==> src/verilog/fdcw_pkg.sv <==
// constants shared by the fractional-N divider control word logic
// Notes on behaviour
// - Integer part of the frequency word goes straight into the divider adder.
// - Fraction drives a sigma-delta modulator; outputs -1..+2, mean equals fraction.
// - A constant one is appended below the fraction, weight 1/65536.
// - Doubling bit set doubles the fractional contribution to the control word.
// - Normal divider ratio is 64 plus twice (2*word+1)/65536.
// - Output division one half or one quarter, chosen by divide select.
// - Doubling mode: bits 19:15 integer as is, bits 14:0 fraction times two.
// - Step size is fref/32768 times (1+doubling) over (1+divide select).
// - In receive mode the oscillator sits 300 kHz above the wanted centre.
// - Offset added before the adder, scaled to the active step size.
// - Four 20-bit frequency words; receive command selects the active one.
// - Receive offset ends 195 Hz below 300 kHz whatever the mode bits.
package fdcw_pkg;
  localparam int FC_W     = 20;
  localparam int INT_W    = 5;
  localparam int FRAC_W   = 15;
  localparam int MOD_W    = FRAC_W + 1;
  localparam int P_W      = 8;
  localparam int NUM_FC   = 4;
  localparam int SEL_W    = 2;
  localparam int SD_W     = 3;
  localparam int SD_MIN   = -1;
  localparam int SD_MAX   = 2;
  localparam logic [P_W-1:0] DIV_BASE = 8'h40;
  localparam logic [FC_W-1:0] FC_RESET = 20'h00000;
  localparam logic [SEL_W-1:0] SEL_RESET = 2'h0;
  localparam logic [P_W-1:0] P_RESET = 8'h40;
  localparam logic [2:0] RATIO_HALF = 3'h2;
  localparam logic [2:0] RATIO_QUARTER = 3'h4;
  localparam longint unsigned IF_OFFSET_HZ = 300000;
  localparam longint unsigned FC_SCALE = 32768;
  localparam longint unsigned REF_FREQ_HZ_DEF = 16000000;
endpackage

==> src/verilog/fdcw_divider_ctrl.sv <==
// divider control word generation for the fractional-N synthesizer
`timescale 1ns/1ps
`default_nettype none
module fdcw_divider_ctrl
  import fdcw_pkg::*;
#(
  parameter longint unsigned REF_FREQ_HZ = REF_FREQ_HZ_DEF
)(
  input  wire logic              clk,
  input  wire logic              rst_b,
  input  wire logic              fcWrEn,
  input  wire logic [SEL_W-1:0]  fcWrSel,
  input  wire logic [FC_W-1:0]   fcWrData,
  input  wire logic              rxCmd,
  input  wire logic [SEL_W-1:0]  rxFreqSel,
  input  wire logic              rxActive,
  input  wire logic              fractionDoubling,
  input  wire logic              outputDivideSelect,
  input  wire logic              divClkPin,
  output var  logic [P_W-1:0]    dividerControlWord,
  output var  logic [2:0]        outputDivideRatio,
  output var  logic [FC_W-1:0]   activeFreqWord
);
  // offset in normal-mode word units: 300 kHz over the fref/32768 step
  localparam longint unsigned OFFSET_BASE = (IF_OFFSET_HZ * FC_SCALE) / REF_FREQ_HZ;
  localparam logic [FC_W-1:0] OFF_NORM = OFFSET_BASE[FC_W-1:0];
  localparam logic [FC_W-1:0] OFF_DBL = OFF_NORM >> 1;
  localparam int IW = INT_W + 1;

  // frequency word bank
  logic [FC_W-1:0] fcBank_q [NUM_FC];
  logic [FC_W-1:0] fcBank_d [NUM_FC];

  // receive command selection
  logic [SEL_W-1:0] activeSel_q, activeSel_d;

  // divider clock pin synchroniser
  logic divSync1_q, divSync2_q, divSync3_q;
  logic pinLevel_q, pinLevel_d;
  logic tick;

  // divider word path
  logic [FC_W-1:0]      fcActive;
  logic [FC_W-1:0]      offsetWord;
  logic [FC_W-1:0]      sumNorm;
  logic [FRAC_W:0]      fracSumDbl;
  logic [IW-1:0]        integerPart;
  logic [FRAC_W-1:0]    fracField;
  logic [MOD_W-1:0]     modFrac;
  logic signed [SD_W-1:0] sdLevel;
  logic signed [9:0]    sdTerm;
  logic signed [9:0]    pWide;
  logic [P_W-1:0]       pWord_q, pWord_d;
  logic [2:0]           ratio_q, ratio_d;
  logic [FC_W-1:0]      fcOut_q, fcOut_d;

  // bank writes, one entry per select code
  always_comb
  begin
    for (int i = 0; i < NUM_FC; i++)
    begin
      fcBank_d[i] = fcBank_q[i];
      if (fcWrEn && (int'(fcWrSel) == i))
        fcBank_d[i] = fcWrData;
    end
  end

  // bank registers
  always_ff @(posedge clk or negedge rst_b)
  begin
    if (!rst_b)
    begin
      for (int i = 0; i < NUM_FC; i++)
        fcBank_q[i] <= FC_RESET;
    end
    else
    begin
      for (int i = 0; i < NUM_FC; i++)
        fcBank_q[i] <= fcBank_d[i];
    end
  end

  // receive command picks the word that drives the divider
  always_comb
  begin
    activeSel_d = activeSel_q;
    if (rxCmd)
      activeSel_d = rxFreqSel;
  end

  // selection register
  always_ff @(posedge clk or negedge rst_b)
  begin
    if (!rst_b)
      activeSel_q <= SEL_RESET;
    else
      activeSel_q <= activeSel_d;
  end

  // three stage synchroniser on the divider output pin
  always_ff @(posedge clk or negedge rst_b)
  begin
    if (!rst_b)
    begin
      divSync1_q <= 1'b0;
      divSync2_q <= 1'b0;
      divSync3_q <= 1'b0;
      pinLevel_q <= 1'b0;
    end
    else
    begin
      divSync1_q <= divClkPin;
      divSync2_q <= divSync1_q;
      divSync3_q <= divSync2_q;
      pinLevel_q <= pinLevel_d;
    end
  end

  // a pin level counts once stages two and three agree
  always_comb
  begin
    pinLevel_d = pinLevel_q;
    if (divSync2_q == divSync3_q)
      pinLevel_d = divSync3_q;
  end

  // one tick per divider output cycle, on the first agreed high level
  assign tick = divSync2_q & divSync3_q & ~pinLevel_q;

  assign fcActive = fcBank_q[activeSel_q];

  // receive offset, scaled so it lands on the same frequency in every mode
  always_comb
  begin
    offsetWord = '0;
    if (rxActive)
    begin
      if (fractionDoubling)
        offsetWord = OFF_DBL << outputDivideSelect;
      else
        offsetWord = OFF_NORM << outputDivideSelect;
    end
  end

  // split into integer part and modulator fraction
  always_comb
  begin
    sumNorm = fcActive + offsetWord;
    fracSumDbl = {1'b0, fcActive[FRAC_W-1:0]} + offsetWord[FRAC_W:0];
    if (fractionDoubling)
    begin
      // a fraction overflow is worth two integer steps in this mode
      integerPart = {1'b0, fcActive[FC_W-1:FRAC_W]}
                    + {{(IW-2){1'b0}}, fracSumDbl[FRAC_W], 1'b0};
      fracField = fracSumDbl[FRAC_W-1:0];
    end
    else
    begin
      integerPart = {1'b0, sumNorm[FC_W-1:FRAC_W]};
      fracField = sumNorm[FRAC_W-1:0];
    end
    modFrac = {fracField, 1'b1};
  end

  fdcw_sd_mod #(
    .FW     (MOD_W)
  ) u_sd_mod (
    .clk    (clk),
    .rst_b  (rst_b),
    .step   (tick),
    .fracIn (modFrac),
    .sdOut  (sdLevel)
  );

  // adder: 64 + 2*(integer + modulator), modulator weight doubled on request
  always_comb
  begin
    if (fractionDoubling)
      sdTerm = 10'(sdLevel) <<< 2;
    else
      sdTerm = 10'(sdLevel) <<< 1;
    pWide = $signed({2'b00, DIV_BASE})
            + $signed({3'b000, integerPart, 1'b0})
            + sdTerm;
    pWord_d = pWord_q;
    if (tick)
      pWord_d = pWide[P_W-1:0];
    if (outputDivideSelect)
      ratio_d = RATIO_QUARTER;
    else
      ratio_d = RATIO_HALF;
    fcOut_d = fcActive;
  end

  // output registers
  always_ff @(posedge clk or negedge rst_b)
  begin
    if (!rst_b)
    begin
      pWord_q <= P_RESET;
      ratio_q <= RATIO_HALF;
      fcOut_q <= FC_RESET;
    end
    else
    begin
      pWord_q <= pWord_d;
      ratio_q <= ratio_d;
      fcOut_q <= fcOut_d;
    end
  end

  assign dividerControlWord = pWord_q;
  assign outputDivideRatio = ratio_q;
  assign activeFreqWord = fcOut_q;
endmodule
`default_nettype wire

==> src/verilog/fdcw_sd_mod.sv <==
// error feedback sigma-delta modulator with four output levels
`timescale 1ns/1ps
`default_nettype none
module fdcw_sd_mod
  import fdcw_pkg::*;
#(
  parameter int FW = MOD_W
)(
  input  wire logic                 clk,
  input  wire logic                 rst_b,
  input  wire logic                 step,
  input  wire logic [FW-1:0]        fracIn,
  output var  logic signed [SD_W-1:0] sdOut
);
  localparam int VW = FW + 6;
  localparam int QW = FW + 4;
  localparam logic signed [VW-1:0] Y_LO = VW'(SD_MIN);
  localparam logic signed [VW-1:0] Y_HI = VW'(SD_MAX);
  localparam logic signed [VW-1:0] Q_HI = VW'((1 <<< (QW - 1)) - 1);
  localparam logic signed [VW-1:0] Q_LO = VW'(-(1 <<< (QW - 1)));

  logic signed [QW-1:0]   q1_q, q2_q, q1_d, q2_d;
  logic signed [SD_W-1:0] sd_q, sd_d;
  logic signed [VW-1:0]   t1, t2, v, yRaw, yExt, qFull;

  // cascaded error taps shape the noise by (1 - z^-1)^2; the floor error
  // stays in (-1, 0], so v stays in (-1, 3) and the four levels never
  // overload, which keeps the long-run mean exact; a third tap would overload
  always_comb
  begin
    t1 = VW'(q1_q);
    t2 = VW'(q2_q);
    v = $signed({6'h00, fracIn}) - (t1 <<< 1) + t2;
    yRaw = v >>> FW;
    if (yRaw < Y_LO)
      yExt = Y_LO;
    else if (yRaw > Y_HI)
      yExt = Y_HI;
    else
      yExt = yRaw;
    qFull = (yExt <<< FW) - v;
    // saturate the error so a clamped output cannot run away
    if (qFull > Q_HI)
      qFull = Q_HI;
    else if (qFull < Q_LO)
      qFull = Q_LO;
    q1_d = q1_q;
    q2_d = q2_q;
    sd_d = sd_q;
    if (step)
    begin
      q1_d = qFull[QW-1:0];
      q2_d = q1_q;
      sd_d = yExt[SD_W-1:0];
    end
  end

  // modulator state registers
  always_ff @(posedge clk or negedge rst_b)
  begin
    if (!rst_b)
    begin
      q1_q <= '0;
      q2_q <= '0;
      sd_q <= '0;
    end
    else
    begin
      q1_q <= q1_d;
      q2_q <= q2_d;
      sd_q <= sd_d;
    end
  end

  assign sdOut = sd_q;
endmodule
`default_nettype wire

==> config.mk <==
export PLATFORM = sky130hd
export DESIGN_NAME = fdcw_divider_ctrl
export DESIGN_NICKNAME = d
export VERILOG_FILES = /design/src/verilog/fdcw_pkg.sv /design/src/verilog/fdcw_divider_ctrl.sv /design/src/verilog/fdcw_sd_mod.sv
export SDC_FILE = /design/constraint.sdc
export NUM_CORES = 1
export LEC_CHECK = 0
export ABC_AREA = 1
export CAP_MARGIN = 20
export CELL_PAD_IN_SITES_DETAIL_PLACEMENT = 0
export CELL_PAD_IN_SITES_GLOBAL_PLACEMENT = 1
export CORE_MARGIN = 10
export CORE_UTILIZATION = 35
export CTS_CLUSTER_DIAMETER = 80
export DETAILED_ROUTE_END_ITERATION = 10
export DONT_BUFFER_PORTS = 1
export PLACE_DENSITY_LB_ADDON = 0.05
export SYNTH_ARGS = -nofsm -noshare
export SYNTH_HDL_FRONTEND = slang
export SYNTH_SLANG_ARGS = --single-unit
==> constraint.sdc <==
create_clock -name clk -period 7.49 [get_ports clk]
set_input_delay 0.749 -clock clk [delete_from_list [all_inputs] [get_ports clk]]
set_output_delay 0.749 -clock clk [all_outputs]
set_load 0.005 [all_outputs]
Yosys cells after proc, flatten, opt, wreduce, memory -nomap -nowiden
Index checks and enable logic that the tools add are counted.
{"block": "op_classes", "bitwise_logic": 4, "div": 0, "n_reduce_logical": 5, "n_shift": 2, "order_cmp": 5, "mul": 0, "eq_ne": 4, "addsub": 8, "n_mux": 13}
{"operator": "$mux 20", "n": 6}
{"operator": "$bmux 20 s2", "n": 1}
{"operator": "$add 22x20->22", "n": 1}
{"operator": "$gt 22x20->1 const B", "n": 1}
{"operator": "$lt 22x20->1 const B", "n": 1}
{"operator": "$sub 17x21->22", "n": 1}
{"operator": "$sub 22x22->22", "n": 1}
{"operator": "$add 20x20->20", "n": 1}
{"operator": "$shl 10x1->20 const A", "n": 1}
{"operator": "$shl 9x1->20 const A", "n": 1}
{"operator": "$mux 6", "n": 3}
{"operator": "$add 15x16->16", "n": 1}
{"operator": "$mux 15", "n": 1}
{"operator": "$add 7x7->8 const A", "n": 1}
{"operator": "$add 8x5->8", "n": 1}
{"operator": "$add 5x2->6", "n": 1}
{"operator": "$gt 6x3->1 const B", "n": 1}
{"operator": "$lt 6x1->1 const B", "n": 1}
{"operator": "$eq 2x2->1 const B", "n": 2}
{"operator": "$logic_and 1x1->1", "n": 4}
{"operator": "$mux 4", "n": 1}
{"operator": "$ge 3x3->1 const B", "n": 1}
{"operator": "$mux 3", "n": 1}
{"operator": "$not 2->3", "n": 1}
{"operator": "other kinds (5)", "n": 6}
{"block": "word_totals", "latch_bits": 0, "word_cells": 56, "mem_bits_ro": 0, "ramBits": 0, "mem_count": 0, "out_inout_bits": 31, "register_bits": 160}

Depth between registers and ports, before layout
{"block": "depth", "depth_word": 15, "mapped_depth": 46, "depth_no_buf": 43}

Hierarchy
A second synthesis with hierarchy kept.
{"block": "hier_totals", "hier_cells": 1375, "area_unflattened_um2": 10385.0}
{"mod": "fdcw_divider_ctrl", "area_each_um2": 5820.6, "cells_per_inst": 705, "n_inst": 1, "seq_area_each_um2": 2880.3}
{"mod": "fdcw_sd_mod", "area_each_um2": 4564.4, "cells_per_inst": 670, "n_inst": 1, "seq_area_each_um2": 1076.0}

Least setup slack after synthesis
Ideal clock, no wire load.
{"block": "synth_path", "path_type": "reg2reg", "from": "register activeSel_q[0]", "to": "register u_sd_mod.q1_q[10]", "stages_incl_launch_ff": 41, "arrival_time_ns": 6.302, "setup_time_ns": 0.120, "setup_slack_ns": 1.068, "cell_sequence": "dfrtp_1 > inv_1 > clkbuf_1 > clkbuf_1 > buf_1 > nor2_1 > o22ai_1 > ha_1 > nand3_1 > nand2_1 > a21o_1 > a21oi_1 > o21a_1 > o21ai_0 > nand3_1 > nand2_1 > nand2_1 > xor2_1 > [5 not listed] > nor2_1 > nand4_1 > nand4_1 > nand2_1 > nor2_1 > nand2_1 > nand2_1 > nand3_1 > ha_1 > nand4_1 > nand2_1 > a21oi_1 > nand3_1 > nand2_2 > nand3_2 > a21oi_4 > buf_12 > a21oi_2"}
{"block": "synth_between", "elab_chain_cells": 15, "elab_cells_between_ends": 18, "cone_classes": "add/sub (5); order compare (4); mux (8); bitwise (1)"}
{"item": "start: declaration", "line_no": "fdcw_divider_ctrl.sv:35", "rtl": "logic [SEL_W-1:0] activeSel_q, activeSel_d;"}
{"item": "start signal: assignment", "line_no": "fdcw_divider_ctrl.sv:97", "rtl": "activeSel_q <= activeSel_d;"}
{"item": "$not 2->3 (not written as such) *", "line_no": "fdcw_divider_ctrl.sv:130", "rtl": "assign fcActive = fcBank_q[activeSel_q];"}
{"item": "$bmux 20 s2 *", "line_no": "fdcw_divider_ctrl.sv:130"}
{"item": "$mux 20 (not written as such) * (2 in a row)", "line_no": "fdcw_divider_ctrl.sv:130"}
{"item": "via fcActive[1]", "line_no": "fdcw_divider_ctrl.sv:43", "rtl": "logic [FC_W-1:0] fcActive;"}
{"item": "$add 20x20->20 / $add 15x16->16 (equally long branches)", "line_no": "fdcw_divider_ctrl.sv:148, fdcw_divider_ctrl.sv:149"}
{"item": "$mux 15 *", "line_no": "fdcw_divider_ctrl.sv:150", "rtl": "if (fractionDoubling)"}
{"item": "$sub 17x21->22 *", "line_no": "fdcw_sd_mod.sv:33", "rtl": "v = $signed({6'h00, fracIn}) - (t1 <<< 1) + t2;"}
{"item": "$add 22x20->22 *", "line_no": "fdcw_sd_mod.sv:33"}
{"item": "$gt 6x3->1", "line_no": "fdcw_sd_mod.sv:37", "rtl": "else if (yRaw > Y_HI)"}
{"item": "$mux 6", "line_no": "fdcw_sd_mod.sv:37"}
{"item": "$mux 6 *", "line_no": "fdcw_sd_mod.sv:35", "rtl": "if (yRaw < Y_LO)"}
{"item": "via u_sd_mod.yExt[1]", "line_no": "fdcw_sd_mod.sv:24", "rtl": "logic signed [VW-1:0] t1, t2, v, yRaw, yExt, qFull;"}
{"item": "$sub 22x22->22 *", "line_no": "fdcw_sd_mod.sv:41", "rtl": "qFull = (yExt <<< FW) - v;"}
{"item": "$lt 22x20->1", "line_no": "fdcw_sd_mod.sv:45", "rtl": "else if (qFull < Q_LO)"}
{"item": "$mux 20", "line_no": "fdcw_sd_mod.sv:45"}
{"item": "$mux 20 *", "line_no": "fdcw_sd_mod.sv:43", "rtl": "if (qFull > Q_HI)"}
{"item": "end signal: assignment", "line_no": "fdcw_sd_mod.sv:69", "rtl": "q1_q <= q1_d;"}
{"item": "end: declaration", "line_no": "fdcw_sd_mod.sv:22", "rtl": "logic signed [QW-1:0] q1_q, q2_q, q1_d, q2_d;"}
Mark *: on every way through the listed nets, which the timed path passes. The rest lies on a longest branch. The select of a mux whose other input is x is not followed.
A chain may end at the register's enable or synchronous reset.

Worst setup path after layout
{"block": "layout_path", "from": "register activeSel_q[0]", "to": "register u_sd_mod.q1_q[6]"}
Same word-level chain as after synthesis.

==> impl_metrics.yaml <==
global_route:
  grt_pass1_vias: 8021
  grt_max_degree: 104
  grt_overflow_total: 0
  grt.total_usage_pct: 15.4
  antenna_found_initial: 0
  grt_pass1_wl_mm: 43.6
cells_and_area:
  drive_above_1_share_pct: 9.46
  n_antenna_cell: 0
  final_cell_mix: "nand2_1 (344), inv_1 (163), dfrtp_1 (155)"
  fin_nets: 1364
  layout_commonest_cell: "nand2_1"
  area_growth_pct: 11.3
clock_network:
  h-tree-depth: 4
  cts.sink_count: 158
  clk_latency_ns: 0.43
  clock-root-buffer: "clkbuf_16"
  clkTransAtPathRegs_ns: 0.06
  cts_inserted_buffers: 17
  cts_tree: "built"
  cts_buffer_depth: 2
worst_setup_path:
  critPathMaxStageDelay_ns: 0.46
  critPathSlowestCell: "fa_1"
  path_class: "reg2reg"
  cp_max_fo: 18
  crit_top_cell: "nand2_1"
  arrival_ns: 7.06
  crit_required_ns: 7.79
  endpoint_kind: "register"
  start_kind: "register"
yosys:
  ys_ff_latch: 158
  synth_ff_type: "dfrtp_1"
  synth-simple-area-share_pct: 23.6
  syn_area_per_cell_um2: 7.84
  yosysUniqueCellTypes: 48
  async_flop_share_pct: 100
  synth-compound-area-share_pct: 12.9
  synth_fa_ha_area_share_pct: 11.1
  synth_seq_area_share_pct: 40.2
  syn_area_um2: 9850
  synthCells: 1257
  synth-edff-count: 0
  synthMuxAreaShare_pct: 0.114
  synth_warnings: 0
  synth_top_family_by_area: "simple AND/OR/NAND/NOR gates"
  synthXorXnorAreaFrac_pct: 3.71
die:
  rows: 61
  coreArea_um2: 27800
  dieArea_um2: 35300
  ioPinCount: 63
  die_y_um: 188
  start_util_pct: 35.5
  die_w_um: 188
sta:
  fmax_mhz: 148
  rsz0062_at_grt: "no"
  holdWs_ns: 0.0330
  worstMarginPinSlew_ns: 0.605
  finalHoldViolations: 0
  max_slew_margin_pct: 59.7
  setup_tns_ns: 0
  skew_ns: 0.0110
  fin_crit_sh_pct: 90.3
  setup-violations-final: 0
  finalCriticalPeriod_ns: 6.76
  drv_slew: 0
worst_hold_path:
  min_path_type: "in2async"
run_status:
  status: "complete, no violations"
route:
  initialDrtViolationCount: 441
  antenna_left: 0
  avgViaCountPerCell: 4.66
  dr.pass1.iters: 5
  drt_wl_total_mm: 26.4
  routedWlPerCell_um: 16.0
  post-route-drc-count: 0
  vias: 7673
flow_run:
  max_cap_viol_count: 0
placed_design:
  post-dp-hpwl_mm: 19.2
  place_congestion: 0.810
  io_buffers: 0
## path summary, 6_finish.rpt
path | startpoint | endpoint | slack, ns | depth (start not counted)
max | activeSel_q[0]$_DFFE_PN0P_ | u_sd_mod.q1_q[6]$_DFFE_PN0P_ | 0.73 | 38
min | rst_b | fcBank_q[25]$_DFFE_PN0P_ | 0.03 | 0
max reg2reg | activeSel_q[0]$_DFFE_PN0P_ | u_sd_mod.q1_q[6]$_DFFE_PN0P_ | 0.73 | 38
min reg2reg | divSync1_q$_DFF_PN0_ | divSync2_q$_DFF_PN0_ | 0.36 | 0
max in group asynchronous | rst_b | u_sd_mod.q1_q[12]$_DFFE_PN0P_ | 6.55 | 1
min in group clk | outputDivideSelect | outputDivideRatio[2]$_DFF_PN0_ | 0.35 | 0
## area by class of cell
| type | instances | area (um^2) |
|---|---|---|
| Inverter | 172 | 649 |
| Tap cell | 378 | 473 |
| Clock buffer | 21 | 470 |
| Clock inverter | 11 | 155 |
| Sequential cell | 158 | 3960 |
| Multi-Input combinational cell | 888 | 5080 |
| Timing Repair Buffer | 17 | 175 |
| Fill cell | 2987 | 16800 |
| Timing Repair inverter | 1 | 5.00 |
## cells in the mapped netlist (6+ instances only)
library cell | n | area share [%]
nor2_1 | 79 | 3.0
ha_1 | 60 | 7.6
nand3_2 | 6 | 0.61
inv_2 | 7 | 0.27
a21oi_1 | 43 | 2.2
clkbuf_1 | 33 | 1.3
o22ai_1 | 12 | 0.76
a21oi_2 | 11 | 0.98
nand2_2 | 21 | 1.3
xnor2_1 | 7 | 0.62
dfrtp_1 | 156 | 40
nand2_1 | 344 | 13
nand4_1 | 14 | 0.89
nor2_2 | 10 | 0.64
nand3_1 | 48 | 2.4
nand3b_1 | 6 | 0.46
fa_1 | 17 | 3.5
o21ai_0 | 143 | 7.3
inv_1 | 164 | 6.2
xor2_1 | 31 | 2.8
## metrics by stage
stage / instances / cell area, um^2 / setup slack [ns] / utilization [%]
finish: 1646 / 11000 / 0.730 / 39.5
global route: 1646 / 11000 / 0.0186 / 39.5
CTS: 1641 / 10900 / 0.295 / 39.2
detailed placement: 1607 / 10200 / 0.252 / 36.8
global placement: 1607 / 10200 / 0.308 / 36.8
floorplan: 1258 / 9860 / 1.07 / -
## critical path, delay by kind of cell, from the launching register on
family	cells	cell delay [ns]
simple gates	21	2.41
fa+ha+maj	5	1.87
compound gates	8	1.21
flops	1	0.44
buf+inv	3	0.44
xor+xnor	1	0.25
## cells by family (layout without fill, tap and decap cells)
group	count (synthesis)	count (layout)
AND/OR/NAND/NOR	540	540
AO/OA/AOI/OAI	228	228
buffers and inverters	212	222
flip-flops	158	158
adder cells (fa/ha/maj)	77	77
XOR/XNOR	40	40
other	1	2
multiplexers	1	1
## flip-flops by register name, summed over array words and instances (netlist names), 2 cells and up
name	cells
outputDivideRatio	2
activeFreqWord	20
u_sd_mod.q2_q	20
dividerControlWord	7
fcBank_q	80
activeSel_q	2
u_sd_mod.sdOut	3
u_sd_mod.q1_q	20
## metal layers
metal / wire [um] / vias to the layer above / track usage, %
met1: 12800 / 3565 / 20.2
met5: 0 / - / 0
met3: 804 / 16 / 3.10
met4: 235 / 0 / 3.57
met2: 12500 / 87 / 25.6
li1: - / 4005 / -
## repair_timing
| item | CTS | global route |
|---|---|---|
| resized for setup | 0 | 7 |
| hold endpoints to repair | 54 | 0 |
| setup buffers | 0 | 4 |
| endpoints found under the setup margin | 0 | 19 |
| hold buffers | 2 | 0 |
Power is not shown: default switching activity piles up to over one toggle a cycle in this logic, so the estimate is an artifact.
